File: config.mk
export PLATFORM = sky130hd
export DESIGN_NAME = bus_arbiter
export DESIGN_NICKNAME = d
export VERILOG_FILES = /design/src/core/bus_arb_pkg.sv /design/src/core/bus_arbiter.sv
export SDC_FILE = /design/constraint.sdc
export NUM_CORES = 1
export LEC_CHECK = 0
export BUFFER_PORTS_ARGS = -buffer_cell sky130_fd_sc_hd__clkbuf_2
export CAP_MARGIN = 20
export CORE_ASPECT_RATIO = 1.2
export CORE_MARGIN = 2
export CORE_UTILIZATION = 60
export CTS_CLUSTER_DIAMETER = 50
export DETAILED_ROUTE_END_ITERATION = 8
export GPL_ROUTABILITY_DRIVEN = 0
export PLACE_DENSITY = 0.9
export SLEW_MARGIN = 20
export SYNTH_ARGS = -nofsm -noshare
export SYNTH_HDL_FRONTEND = slang
export SYNTH_SLANG_ARGS = --single-unit
File: constraint.sdc
create_clock -name core_clk_i -period 9 [get_ports core_clk_i]
set_clock_uncertainty 0.15 [all_clocks]
set_input_delay 1.8 -clock core_clk_i [delete_from_list [all_inputs] [get_ports core_clk_i]]
set_output_delay 1.8 -clock core_clk_i [all_outputs]
set_load 0.02 [all_outputs]
File: src/core/bus_arb_pkg.sv
// Constants and types for the shared bus arbiter of one processor
// Operation
// - Mastership moves only in a transition cycle: master drops, slave requests.
// - Master keeping its request asserted keeps the bus.
// - Master drops with no other request: no bus cycles lost.
// - Highest current priority requester becomes master on the following cycle.
// - Every processor watches all request lines and tracks the owner.
// - A change of master costs exactly one overhead cycle.
// - Rotating: previous master goes lowest, others rotate upward.
// - Bus lock keeps ownership for read-modify-write sequences.
// - Optional limit on consecutive master cycles, either scheme.
// - Core priority access lets slave core requests preempt DMA.
// - Master broadcast write accepted by all others in same cycle.
// - Eight message registers readable and writable by the bus master.
// - Write to vector interrupt register raises immediate interrupt to that address.
// - Upper address bits decode to bank select strobes.
// - Programmable wait states plus acknowledge input stretch accesses.
// - Host boot mode: idle, request deasserted, until loaded.
// - No-boot mode fetches from external address 0x0040_0004.
// - First processor boot mode separate; other five share one setting.
// - First processor may load others through their DMA buffer zero.
// - Wire-ORed boot selects: boot in priority order, last signals go.
// - Drive only own request line, watch the others; six lines.
package bus_arb_pkg;
	localparam int NUM_ID = 6;
	localparam int ID_W = 3;
	localparam int PRIO_W = 3;
	localparam int ADDR_W = 32;
	localparam int DATA_W = 32;
	localparam int NUM_MSG = 8;
	localparam int MSG_W = 3;
	localparam int WAIT_W = 4;
	localparam int LIMIT_W = 8;
	localparam logic [ADDR_W-1:0] NO_BOOT_ADDR = 32'h0040_0004;
	localparam logic [ADDR_W-1:0] EXT_BASE = 32'h0040_0000;
	localparam int BANK_LSB = 26;
	localparam int BANK_W = 2;
	localparam logic [ID_W-1:0] FIRST_ID = 3'h1;
	localparam logic [ID_W-1:0] NO_ID = 3'h0;
	localparam int ID_BASE = 1;
	localparam int COUNT_STEP = 1;
	localparam logic [ADDR_W-1:0] BOOT_LOAD_ADDR = 32'h0000_0000;
	localparam logic [7:0] CLK_MHZ = 8'h14;

	typedef enum logic [1:0] {
		BOOT_HOST,
		BOOT_EPROM,
		BOOT_LINK,
		BOOT_NONE
	} boot_mode_type;

	typedef struct packed {
		logic [ADDR_W-1:0] addr;
		logic [DATA_W-1:0] data;
		logic wr;
		logic broadcast;
	} ext_req_type;

	typedef struct packed {
		logic vec_wr;
		logic msg_wr;
		logic [MSG_W-1:0] msg_idx;
		logic [DATA_W-1:0] data;
	} slave_acc_type;
endpackage

File: src/core/bus_arbiter.sv
// Bus arbitration, boot control and slave registers of one processor
`timescale 1ns/1ps
`default_nettype none
module bus_arbiter (
	// Clock and reset
	input wire logic core_clk_i,
	input wire logic reset_n_i,
	// Identity and straps
	input wire logic [bus_arb_pkg::ID_W-1:0] own_id_i,
	input wire logic rotating_priority_select_i,
	input wire logic core_priority_access_i,
	input wire logic eprom_boot_select_i,
	input wire logic link_boot_select_i,
	input wire logic boot_memory_select_i,
	input wire logic group_boot_eprom_i,
	// Control
	input wire logic lock_i,
	input wire logic limit_en_i,
	input wire logic [bus_arb_pkg::LIMIT_W-1:0] limit_cycles_i,
	input wire logic [bus_arb_pkg::WAIT_W-1:0] wait_states_i,
	input wire logic loaded_i,
	input wire logic boot_done_i,
	input wire logic go_i,
	// Request lines, low active
	input wire logic [bus_arb_pkg::NUM_ID-1:0] bus_request_line_n_i,
	output logic bus_request_line_n_o,
	output logic bus_request_line_oe_n_o,
	// Local access requests
	input wire logic core_req_i,
	input wire logic dma_req_i,
	input wire bus_arb_pkg::ext_req_type ext_req_i,
	input wire logic host_bus_request_i,
	input wire logic ext_ack_i,
	output logic host_bus_grant_o,
	output logic access_done_o,
	output logic dma_stall_o,
	// Outbound bus
	output bus_arb_pkg::ext_req_type ext_bus_o,
	output logic ext_bus_valid_o,
	output logic [(1<<bus_arb_pkg::BANK_W)-1:0] bank_select_n_o,
	// Slave side writes from the master
	input wire logic slave_sel_i,
	input wire logic slave_broadcast_i,
	input wire bus_arb_pkg::slave_acc_type slave_acc_i,
	input wire logic [bus_arb_pkg::MSG_W-1:0] msg_rd_idx_i,
	output logic [bus_arb_pkg::DATA_W-1:0] msg_rd_data_o,
	output logic vec_irq_o,
	output logic [bus_arb_pkg::ADDR_W-1:0] vec_addr_o,
	// Status
	output logic [bus_arb_pkg::ID_W-1:0] owner_o,
	output logic is_master_o,
	output logic transition_o,
	output logic run_o,
	output logic [bus_arb_pkg::ADDR_W-1:0] start_addr_o,
	output logic boot_done_o
);
	localparam int N = bus_arb_pkg::NUM_ID;
	localparam int IW = bus_arb_pkg::ID_W;
	localparam int LW = bus_arb_pkg::LIMIT_W;
	localparam int WW = bus_arb_pkg::WAIT_W;
	localparam int BW = bus_arb_pkg::BANK_W;
	localparam int NB = 1 << BW;

	typedef enum {
		BOOT_WAIT,
		BOOT_LOAD,
		BOOT_HOLD,
		BOOT_RUN
	} boot_state_type;

	logic [N-1:0] req;
	logic [IW-1:0] owner_q;
	logic [IW-1:0] owner_d;
	logic [IW-1:0] rot_q;
	logic [IW-1:0] rot_d;
	logic trans_q;
	logic trans_d;
	logic [IW-1:0] winner;
	logic winner_found;
	int scan_idx;
	logic master_req;
	logic own_master;
	logic [LW-1:0] tenure_q;
	logic tenure_hit;
	logic want_bus;
	logic running;
	logic booting;
	bus_arb_pkg::ext_req_type ext_bus_q;
	logic valid_q;
	logic done_q;
	logic acc_end;
	logic [WW-1:0] wait_q;
	logic [NB-1:0] bank_n_q;
	logic [NB-1:0] bank_n_d;
	logic start_acc;
	logic grant_q;
	boot_state_type boot_q;
	bus_arb_pkg::boot_mode_type mode;
	logic eprom_sel;
	logic [bus_arb_pkg::ADDR_W-1:0] start_q;
	logic boot_done_q;
	logic [bus_arb_pkg::DATA_W-1:0] msg_q [bus_arb_pkg::NUM_MSG];
	logic [bus_arb_pkg::DATA_W-1:0] msg_rd_q;
	logic vec_irq_q;
	logic [bus_arb_pkg::ADDR_W-1:0] vec_addr_q;
	logic slave_wr;

	assign req = ~bus_request_line_n_i;
	always_comb begin
		master_req = 1'b0;
		for (int k = 0; k < N; k++) begin
			if (owner_q == IW'(k + bus_arb_pkg::ID_BASE)) begin
				master_req = req[k];
			end
		end
	end

	// Scan from the highest current priority downwards
	always_comb begin
		winner = bus_arb_pkg::NO_ID;
		winner_found = 1'b0;
		scan_idx = 0;
		for (int k = 0; k < N; k++) begin
			if (rotating_priority_select_i) begin
				scan_idx = (int'(rot_q) + bus_arb_pkg::ID_BASE + k) % N;
			end else begin
				scan_idx = k;
			end
			if (!winner_found && req[scan_idx]) begin
				winner_found = 1'b1;
				winner = IW'(scan_idx + bus_arb_pkg::ID_BASE);
			end
		end
	end

	// Mastership moves only while the master's line is released
	always_comb begin
		owner_d = owner_q;
		rot_d = rot_q;
		trans_d = 1'b0;
		if (!trans_q && !master_req && winner_found) begin
			owner_d = winner;
			rot_d = IW'(int'(winner) - bus_arb_pkg::ID_BASE);
			trans_d = 1'b1;
		end
	end
	always_ff @(posedge core_clk_i or negedge reset_n_i) begin
		if (!reset_n_i) begin
			owner_q <= bus_arb_pkg::NO_ID;
			rot_q <= IW'(N - bus_arb_pkg::ID_BASE);
			trans_q <= 1'b0;
		end else begin
			owner_q <= owner_d;
			rot_q <= rot_d;
			trans_q <= trans_d;
		end
	end
	assign own_master = (owner_q == own_id_i) && !trans_q;

	always_ff @(posedge core_clk_i or negedge reset_n_i) begin
		if (!reset_n_i) begin
			tenure_q <= '0;
		end else if (!own_master) begin
			tenure_q <= '0;
		end else if (tenure_q != '1) begin
			tenure_q <= tenure_q + LW'(bus_arb_pkg::COUNT_STEP);
		end
	end
	assign tenure_hit = own_master && limit_en_i && (tenure_q >= limit_cycles_i);

	assign eprom_sel = (own_id_i == bus_arb_pkg::FIRST_ID) ? eprom_boot_select_i
		: group_boot_eprom_i;
	always_comb begin
		if (eprom_sel) begin
			mode = bus_arb_pkg::BOOT_EPROM;
		end else if (link_boot_select_i) begin
			mode = bus_arb_pkg::BOOT_LINK;
		end else if (boot_memory_select_i) begin
			mode = bus_arb_pkg::BOOT_HOST;
		end else begin
			mode = bus_arb_pkg::BOOT_NONE;
		end
	end

	// Host and link boot wait for the loader, eprom boot fetches over the bus
	always_ff @(posedge core_clk_i or negedge reset_n_i) begin
		if (!reset_n_i) begin
			boot_q <= BOOT_WAIT;
		end else begin
			unique case (boot_q)
				BOOT_WAIT: begin
					if (mode == bus_arb_pkg::BOOT_NONE) begin
						boot_q <= BOOT_RUN;
					end else if (mode == bus_arb_pkg::BOOT_EPROM) begin
						boot_q <= BOOT_LOAD;
					end else if (loaded_i) begin
						boot_q <= BOOT_RUN;
					end
				end
				BOOT_LOAD: begin
					if (boot_done_i) begin
						boot_q <= BOOT_HOLD;
					end
				end
				BOOT_HOLD: begin
					if (go_i) begin
						boot_q <= BOOT_RUN;
					end
				end
				BOOT_RUN: boot_q <= BOOT_RUN;
			endcase
		end
	end
	always_ff @(posedge core_clk_i or negedge reset_n_i) begin
		if (!reset_n_i) begin
			boot_done_q <= 1'b0;
		end else if (boot_q == BOOT_LOAD && boot_done_i) begin
			boot_done_q <= 1'b1;
		end
	end
	always_ff @(posedge core_clk_i or negedge reset_n_i) begin
		if (!reset_n_i) begin
			start_q <= bus_arb_pkg::NO_BOOT_ADDR;
		end else if (mode == bus_arb_pkg::BOOT_NONE) begin
			start_q <= bus_arb_pkg::NO_BOOT_ADDR;
		end else begin
			start_q <= bus_arb_pkg::BOOT_LOAD_ADDR;
		end
	end

	assign running = (boot_q == BOOT_RUN);
	assign booting = (boot_q == BOOT_LOAD);
	// A locked master holds its line whatever else happens
	assign want_bus = (own_master && lock_i)
		|| (!host_bus_request_i && !tenure_hit
		&& (booting || (running && (core_req_i || dma_req_i))));
	assign bus_request_line_n_o = !want_bus;
	assign bus_request_line_oe_n_o = !(running || booting);
	assign dma_stall_o = core_priority_access_i && core_req_i && dma_req_i;

	assign start_acc = own_master && !valid_q && (core_req_i || dma_req_i || booting);
	assign acc_end = valid_q && (wait_q == '0) && ext_ack_i;
	always_ff @(posedge core_clk_i or negedge reset_n_i) begin
		if (!reset_n_i) begin
			ext_bus_q <= '0;
			valid_q <= 1'b0;
			wait_q <= '0;
			done_q <= 1'b0;
		end else begin
			done_q <= acc_end;
			if (start_acc) begin
				ext_bus_q <= ext_req_i;
				valid_q <= 1'b1;
				wait_q <= wait_states_i;
			end else if (valid_q && wait_q != '0) begin
				wait_q <= wait_q - WW'(bus_arb_pkg::COUNT_STEP);
			end else if (acc_end) begin
				valid_q <= 1'b0;
			end
		end
	end

	always_comb begin
		for (int k = 0; k < NB; k++) begin
			bank_n_d[k] = (ext_req_i.addr[bus_arb_pkg::BANK_LSB +: BW] != BW'(k));
		end
	end
	always_ff @(posedge core_clk_i or negedge reset_n_i) begin
		if (!reset_n_i) begin
			bank_n_q <= '1;
		end else if (start_acc && ext_req_i.addr >= bus_arb_pkg::EXT_BASE) begin
			bank_n_q <= bank_n_d;
		end else if (start_acc || acc_end) begin
			bank_n_q <= '1;
		end
	end

	always_ff @(posedge core_clk_i or negedge reset_n_i) begin
		if (!reset_n_i) begin
			grant_q <= 1'b0;
		end else begin
			grant_q <= host_bus_request_i && !(own_master && lock_i) && (own_master
				|| (owner_q == bus_arb_pkg::NO_ID && own_id_i == bus_arb_pkg::FIRST_ID));
		end
	end

	assign slave_wr = slave_sel_i || slave_broadcast_i;
	always_ff @(posedge core_clk_i or negedge reset_n_i) begin
		if (!reset_n_i) begin
			for (int k = 0; k < bus_arb_pkg::NUM_MSG; k++) begin
				msg_q[k] <= '0;
			end
		end else if (slave_wr && slave_acc_i.msg_wr) begin
			msg_q[slave_acc_i.msg_idx] <= slave_acc_i.data;
		end
	end
	always_ff @(posedge core_clk_i or negedge reset_n_i) begin
		if (!reset_n_i) begin
			msg_rd_q <= '0;
		end else begin
			msg_rd_q <= msg_q[msg_rd_idx_i];
		end
	end
	always_ff @(posedge core_clk_i or negedge reset_n_i) begin
		if (!reset_n_i) begin
			vec_irq_q <= 1'b0;
			vec_addr_q <= '0;
		end else begin
			vec_irq_q <= slave_wr && slave_acc_i.vec_wr;
			if (slave_wr && slave_acc_i.vec_wr) begin
				vec_addr_q <= slave_acc_i.data;
			end
		end
	end

	assign owner_o = owner_q;
	assign is_master_o = own_master;
	assign transition_o = trans_q;
	assign run_o = running;
	assign start_addr_o = start_q;
	assign boot_done_o = boot_done_q;
	assign host_bus_grant_o = grant_q;
	assign access_done_o = done_q;
	assign ext_bus_o = ext_bus_q;
	assign ext_bus_valid_o = valid_q;
	assign bank_select_n_o = bank_n_q;
	assign msg_rd_data_o = msg_rd_q;
	assign vec_irq_o = vec_irq_q;
	assign vec_addr_o = vec_addr_q;
endmodule
`default_nettype wire

# Word-level counts from Yosys, hierarchy flattened
# Cells that the tools add are included.
# classes
n_addsub	15
n_div	6
n_lt_le_gt_ge	11
eq_ne	24
mux	69
bitwise	3
n_reduce_logical	60
# op_table
operator	n
$mux 32	14
$bwmux 256	1
$lt 32x5->1 const B	6
$mod 32x4->32 const B	6
$pmux 32 s4	1
$bmux 32 s3	1
$demux 32 s3	1
$eq 32x2->1 const B	3
$add 32x3->32 const B	2
$add 32x2->32 const B	1
$add 32x4->32 const B	1
$eq 32x1->1 const B	1
$eq 32x3->1 const B	1
$ge 32x23->1 const B	1
$logic_not 32->1	1
$logic_and 1x1->1	29
$mux 1	29
$mux 23	1
$add 3x2->3 const B	6
$bmux 1 s3	6
$mux 3	6
$mux 4	4
$mux 8	2
$logic_not 1->1	13
28 further kinds	51
# totals
regBits	478
out_inout_bits	180
elab_cells	215

# Depth between registers and ports, before layout
# logic_depth
word_depth	24
mapped_depth	22
ltp_nobuf	18

# Worst setup path before layout
# OpenSTA, ideal clock, no wires.
# synth_timing
kind	input port to output port
start	in limit_cycles_i[0] in the netlist's numbering
end	out bus_request_line_n_o
arrival_ns	3.493
required_ns	7.050
setup_slack_ns	3.557
stages	11
n_path_buf	0
cell_sequence	ha_1 nand2b_1 a21o_1 a21o_1 a21o_1 a21o_1 a21o_1 a21oi_1 nor2b_1 o211ai_1 a22oi_1
# synth_between
elab_chain_len	7
# synth_rtl
element	line_no	text
from (decl)	bus_arbiter.sv:19	input wire logic [bus_arb_pkg::LIMIT_W-1:0] limit_cycles_i,
$ge 8x8->1	bus_arbiter.sv:169	assign tenure_hit = own_master && limit_en_i && (tenure_q >= limit_cycles_i);
$logic_and 1x1->1	bus_arbiter.sv:169	
$logic_not 1->1	bus_arbiter.sv:235	|| (!host_bus_request_i && !tenure_hit
$logic_and 1x1->1	bus_arbiter.sv:235	
$logic_and 1x1->1	bus_arbiter.sv:236	&& (booting || (running && (core_req_i || dma_req_i))));
$logic_or 1x1->1	bus_arbiter.sv:235	
$logic_not 1->1	bus_arbiter.sv:237	assign bus_request_line_n_o = !want_bus;
to (decl)	bus_arbiter.sv:26	output logic bus_request_line_n_o,
# Every way passes these cells.

# Worst setup path after layout
# layout_timing
start	reg rot_q[0]
end	reg rot_q[2]
# layout_between
elab_chain_len	23
word_cells_on_any_way	66
cone_classes	add/sub: 13; div: 6; mux: 36; reduce/logical: 11
# layout_rtl
element	line_no	text
from (decl)	bus_arbiter.sv:74	logic [IW-1:0] rot_q;
from (signal assigned)	bus_arbiter.sv:150	rot_q <= IW'(N - bus_arb_pkg::ID_BASE);
from (signal assigned)	bus_arbiter.sv:154	rot_q <= rot_d;
$add 3x1->4 *	bus_arbiter.sv:125	scan_idx = (int'(rot_q) + bus_arb_pkg::ID_BASE + k) % N;
parallel branches: the longest is 22 deep, another holds $add 32x2->32	--	
# Every way passes the cells marked *. The select of a mux whose other input is x is not followed.
# A chain may end at the register's enable or synchronous reset.

==> results.toml <==
[synth]
syn_inst = 1565
synth_edf_count = 0
synth.most_common_cell = "dfrtp_1"
yosysUniqueCellTypes = 86
synthTopCellsByArea = "dfrtp_1, mux2_2, mux4_2"
synth-seq-cells = 417
yosysSeqAreaShare_pct = 52.43
yosysTopAreaCell = "dfrtp_1"
synth_area_per_cell_um2 = 12.73
synth-async-reset-ratio_pct = 100.0
yosys_most_used_dff = "dfrtp_1"
synth_area_mm2 = 0.01992
synth_top_area_share_pct = 51.50
yosys-top-cells-count = "dfrtp_1, mux2_2, nand2_1, mux4_2, clkbuf_1"
yosys_warnings = 0

[detailed_routing]
viasPerCell = 6.086
drt_iter0_markers = 1206
ant_nets = 0
drc = 0
wirelength_um = 48670
wl_per_cell_um = 21.39
drt-pass1-iter-count = 5
vias = 13850

[timing]
hold_viol = 0
rsz0062_at_grt = "no"
maxSlewViolCount = 0
min_period_ns = 6.674
worst_pin_slew_ns = 1.048
finalSetupTns_ns = 0
timing.final.crit_share_pct = 74.15
fmax_ghz = 0.1498
maxSlewHeadroom_pct = 30.11
finalSetupViolCount = 0

[worst_setup_path]
crit_top_cell = "ha_1"
reg2reg_depth = 15
crit_buf_inv = 0
worstReg2RegEnd = "rot_q[2]"
worstPathArrival_ns = 6.99
path_class = "reg2reg"
required_ns = 9.31
startpoint_type = "flip-flop"
crit_chain = "ha_1, xor2_2, ha_1, a21boi_0, o31ai_1, or4_1, a221oi_1, nor3_1, a221oi_2, and3b_1, a21boi_0, mux2_2, ha_1, o311a_1, a221o_1"
r2r_start = "rot_q[0]"
r2r_slack_ns = 2.33
crit_family = "adder cells"
critical_path.max_stage_delay_ns = 0.91
cpMaxStageDelayCell = "ha_1"
crit_path_end_kind = "flip-flop"
cp_max_fo = 28

[run]
maxCapViolCount = 0

[clock_network]
tritoncts = "built"
ctsResizeCount = 0
clk_pin_slew_ns = 0.06
cts_root_buffer = "clkbuf_16"
cts.sinks = 417
cts_setup_buffers = 0
htree_num_levels = 2
cts_made_buffers = 43
cts_buffer_depth = 3
cts_hold_buf = 0
clock_latency_ns = 0.55

[power_and_ir_drop]
seqPwrFrac_pct = 38.3
switching_share_pct = 37.02
p_sw_mw = 2.652
internal_power_mw = 4.512
p_per_area_mw_per_mm2 = 311.7
comb_power_share_pct = 38.3
irDropWorstVdd_mv = 0.2101
pwr-share-clk_pct = 23.4
p_leak_nw = 10.74

[worst_hold_path]
holdPathEnd = "ext_bus_o[58]"
hold_path_depth = 2
hp-class = "reg2reg"
hp-start = "ext_bus_o[58]"

[cells_and_area]
diodes = 0
nets = 2007
final_cells = 2276
fillerInstances = 2111
areaGrowthSynthToFinish_pct = 15.36
final_layout_size_suffix_gt1_share_pct = 43.19

[floorplanning]
core_area_mm2 = 0.03288
initial_core_util_pct = 60.58
die_y_um = 203.6
pin_count = 326
dieArea_mm2 = 0.03468
rows = 73
die-width_um = 170.3

[global_route]
grt_pass1_wl_um = 76250
grt_use_total_pct = 28.11
grt_max_degree = 172
grt_pass1_vias = 14360
grt_overflow = 0
antenna_found_initial = 0

[placement]
port-buffer-count = 295
place_inst = 2197
dp_hpwl_um = 30200

[status]
status = "finished, final reports clean"
-- worst max path at each step --
stage	startpoint	to	slack, ns	cells after the start
finish	rot_q[0]	rot_q[2]	2.33	15
global route	rot_q[0]	rot_q[2]	1.96	15
CTS	rot_q[0]	rot_q[2]	2.49	15
floorplan	limit_cycles_i[0]	bus_request_line_n_o	3.56	11
detailed placement	rot_q[0]	rot_q[2]	2.48	15
global placement	rot_q[0]	rot_q[2]	2.76	15
-- kinds of logic after synthesis --
| logic type | after synthesis | share of synthesized area (%) |
|---|---|---|
| mux | 411 | 26.74 |
| fa+ha+maj | 32 | 1.985 |
| flops | 417 | 52.43 |
| xor+xnor | 23 | 1.118 |
| buf+inv | 158 | 3.674 |
| simple gates | 370 | 8.549 |
| other cells | 1 | 0.01882 |
| compound gates | 153 | 5.490 |
-- state kept, by name (all words and copies together), names as in the netlist --
register,count
tenure_q,8
wait_q,4
vec_addr_o,32
bank_select_n_o,4
start_addr_o,1
vec_irq_o,1
ext_bus_o,66
transition_o,1
ext_bus_valid_o,1
host_bus_grant_o,1
boot_q,2
msg_rd_data_o,32
access_done_o,1
rot_q,3
boot_done_o,1
owner_o,3
msg_q,256
-- cell usage in the layout, fill, tap and decap left out, types with 17 or more instances in the layout --
cell type,count
nor2_1,34
mux4_2,64
clkbuf_2,292
o21ai_0,27
conb_1,30
mux2i_1,18
a21oi_1,27
buf_4,17
clkbuf_16,43
dfrtp_1,410
nand2_1,223
mux2_2,329
ha_1,30
inv_1,33
-- routing by layer --
layer | GRT usage, % | wire length [um]
met5 | 0 | 0
met4 | 11.81 | 1875
met3 | 4.211 | 2790
met2 | 47.11 | 24540
met1 | 36.87 | 19460
-- final cells by class --
type                    count  area (um2)  share of cell area (%)
flip-flops and latches    417       10440                   45.45
multi-input cells        1019        8926                   38.84
repair buffers            313        1657                   7.209
clock buffers              64        1205                   5.243
well taps                 412       515.5                   2.243
inverters                  37       138.9                  0.6043
clock inverters            14       95.09                  0.4138
-- per-stage QoR --
stage	hold slack, ns	utilization, %	instance area [um2]	worst slack [ns]	power (mW)
finish	0.3252	69.89	22980	2.326	7.163
global route	0.3365	69.89	22980	1.958	7.539
CTS	0.3259	69.81	22950	2.485	7.148
detailed placement	0.3113	65.85	21650	2.478	5.433
global placement	0.3065	65.85	21650	2.757	5.261
floorplan	0.3245	-	20030	3.557	4.663
-- worst register-to-register path: stages, from the launching register on --
cell	delay, ns
dfstp_2	0.86
ha_1	0.92
xor2_2	0.74
ha_1	0.84
a21boi_0	0.27
o31ai_1	0.16
or4_1	0.54
a221oi_1	0.33
nor3_1	0.12
a221oi_2	0.32
and3b_1	0.30
a21boi_0	0.12
mux2_2	0.33
ha_1	0.22
o311a_1	0.12
a221o_1	0.27
-- power by group through the flow --
stage	sequential, mW	combinational [mW]	clock, mW
2_1_floorplan	2.89	1.77	0
3_3_place_gp	2.70	2.56	0
3_5_place_dp	2.75	2.68	0
4_1_cts	2.74	2.72	1.69
5_1_grt	2.80	2.96	1.78
6_report	2.75	2.74	1.67
Note: power is estimated with default switching activity, not from simulation.
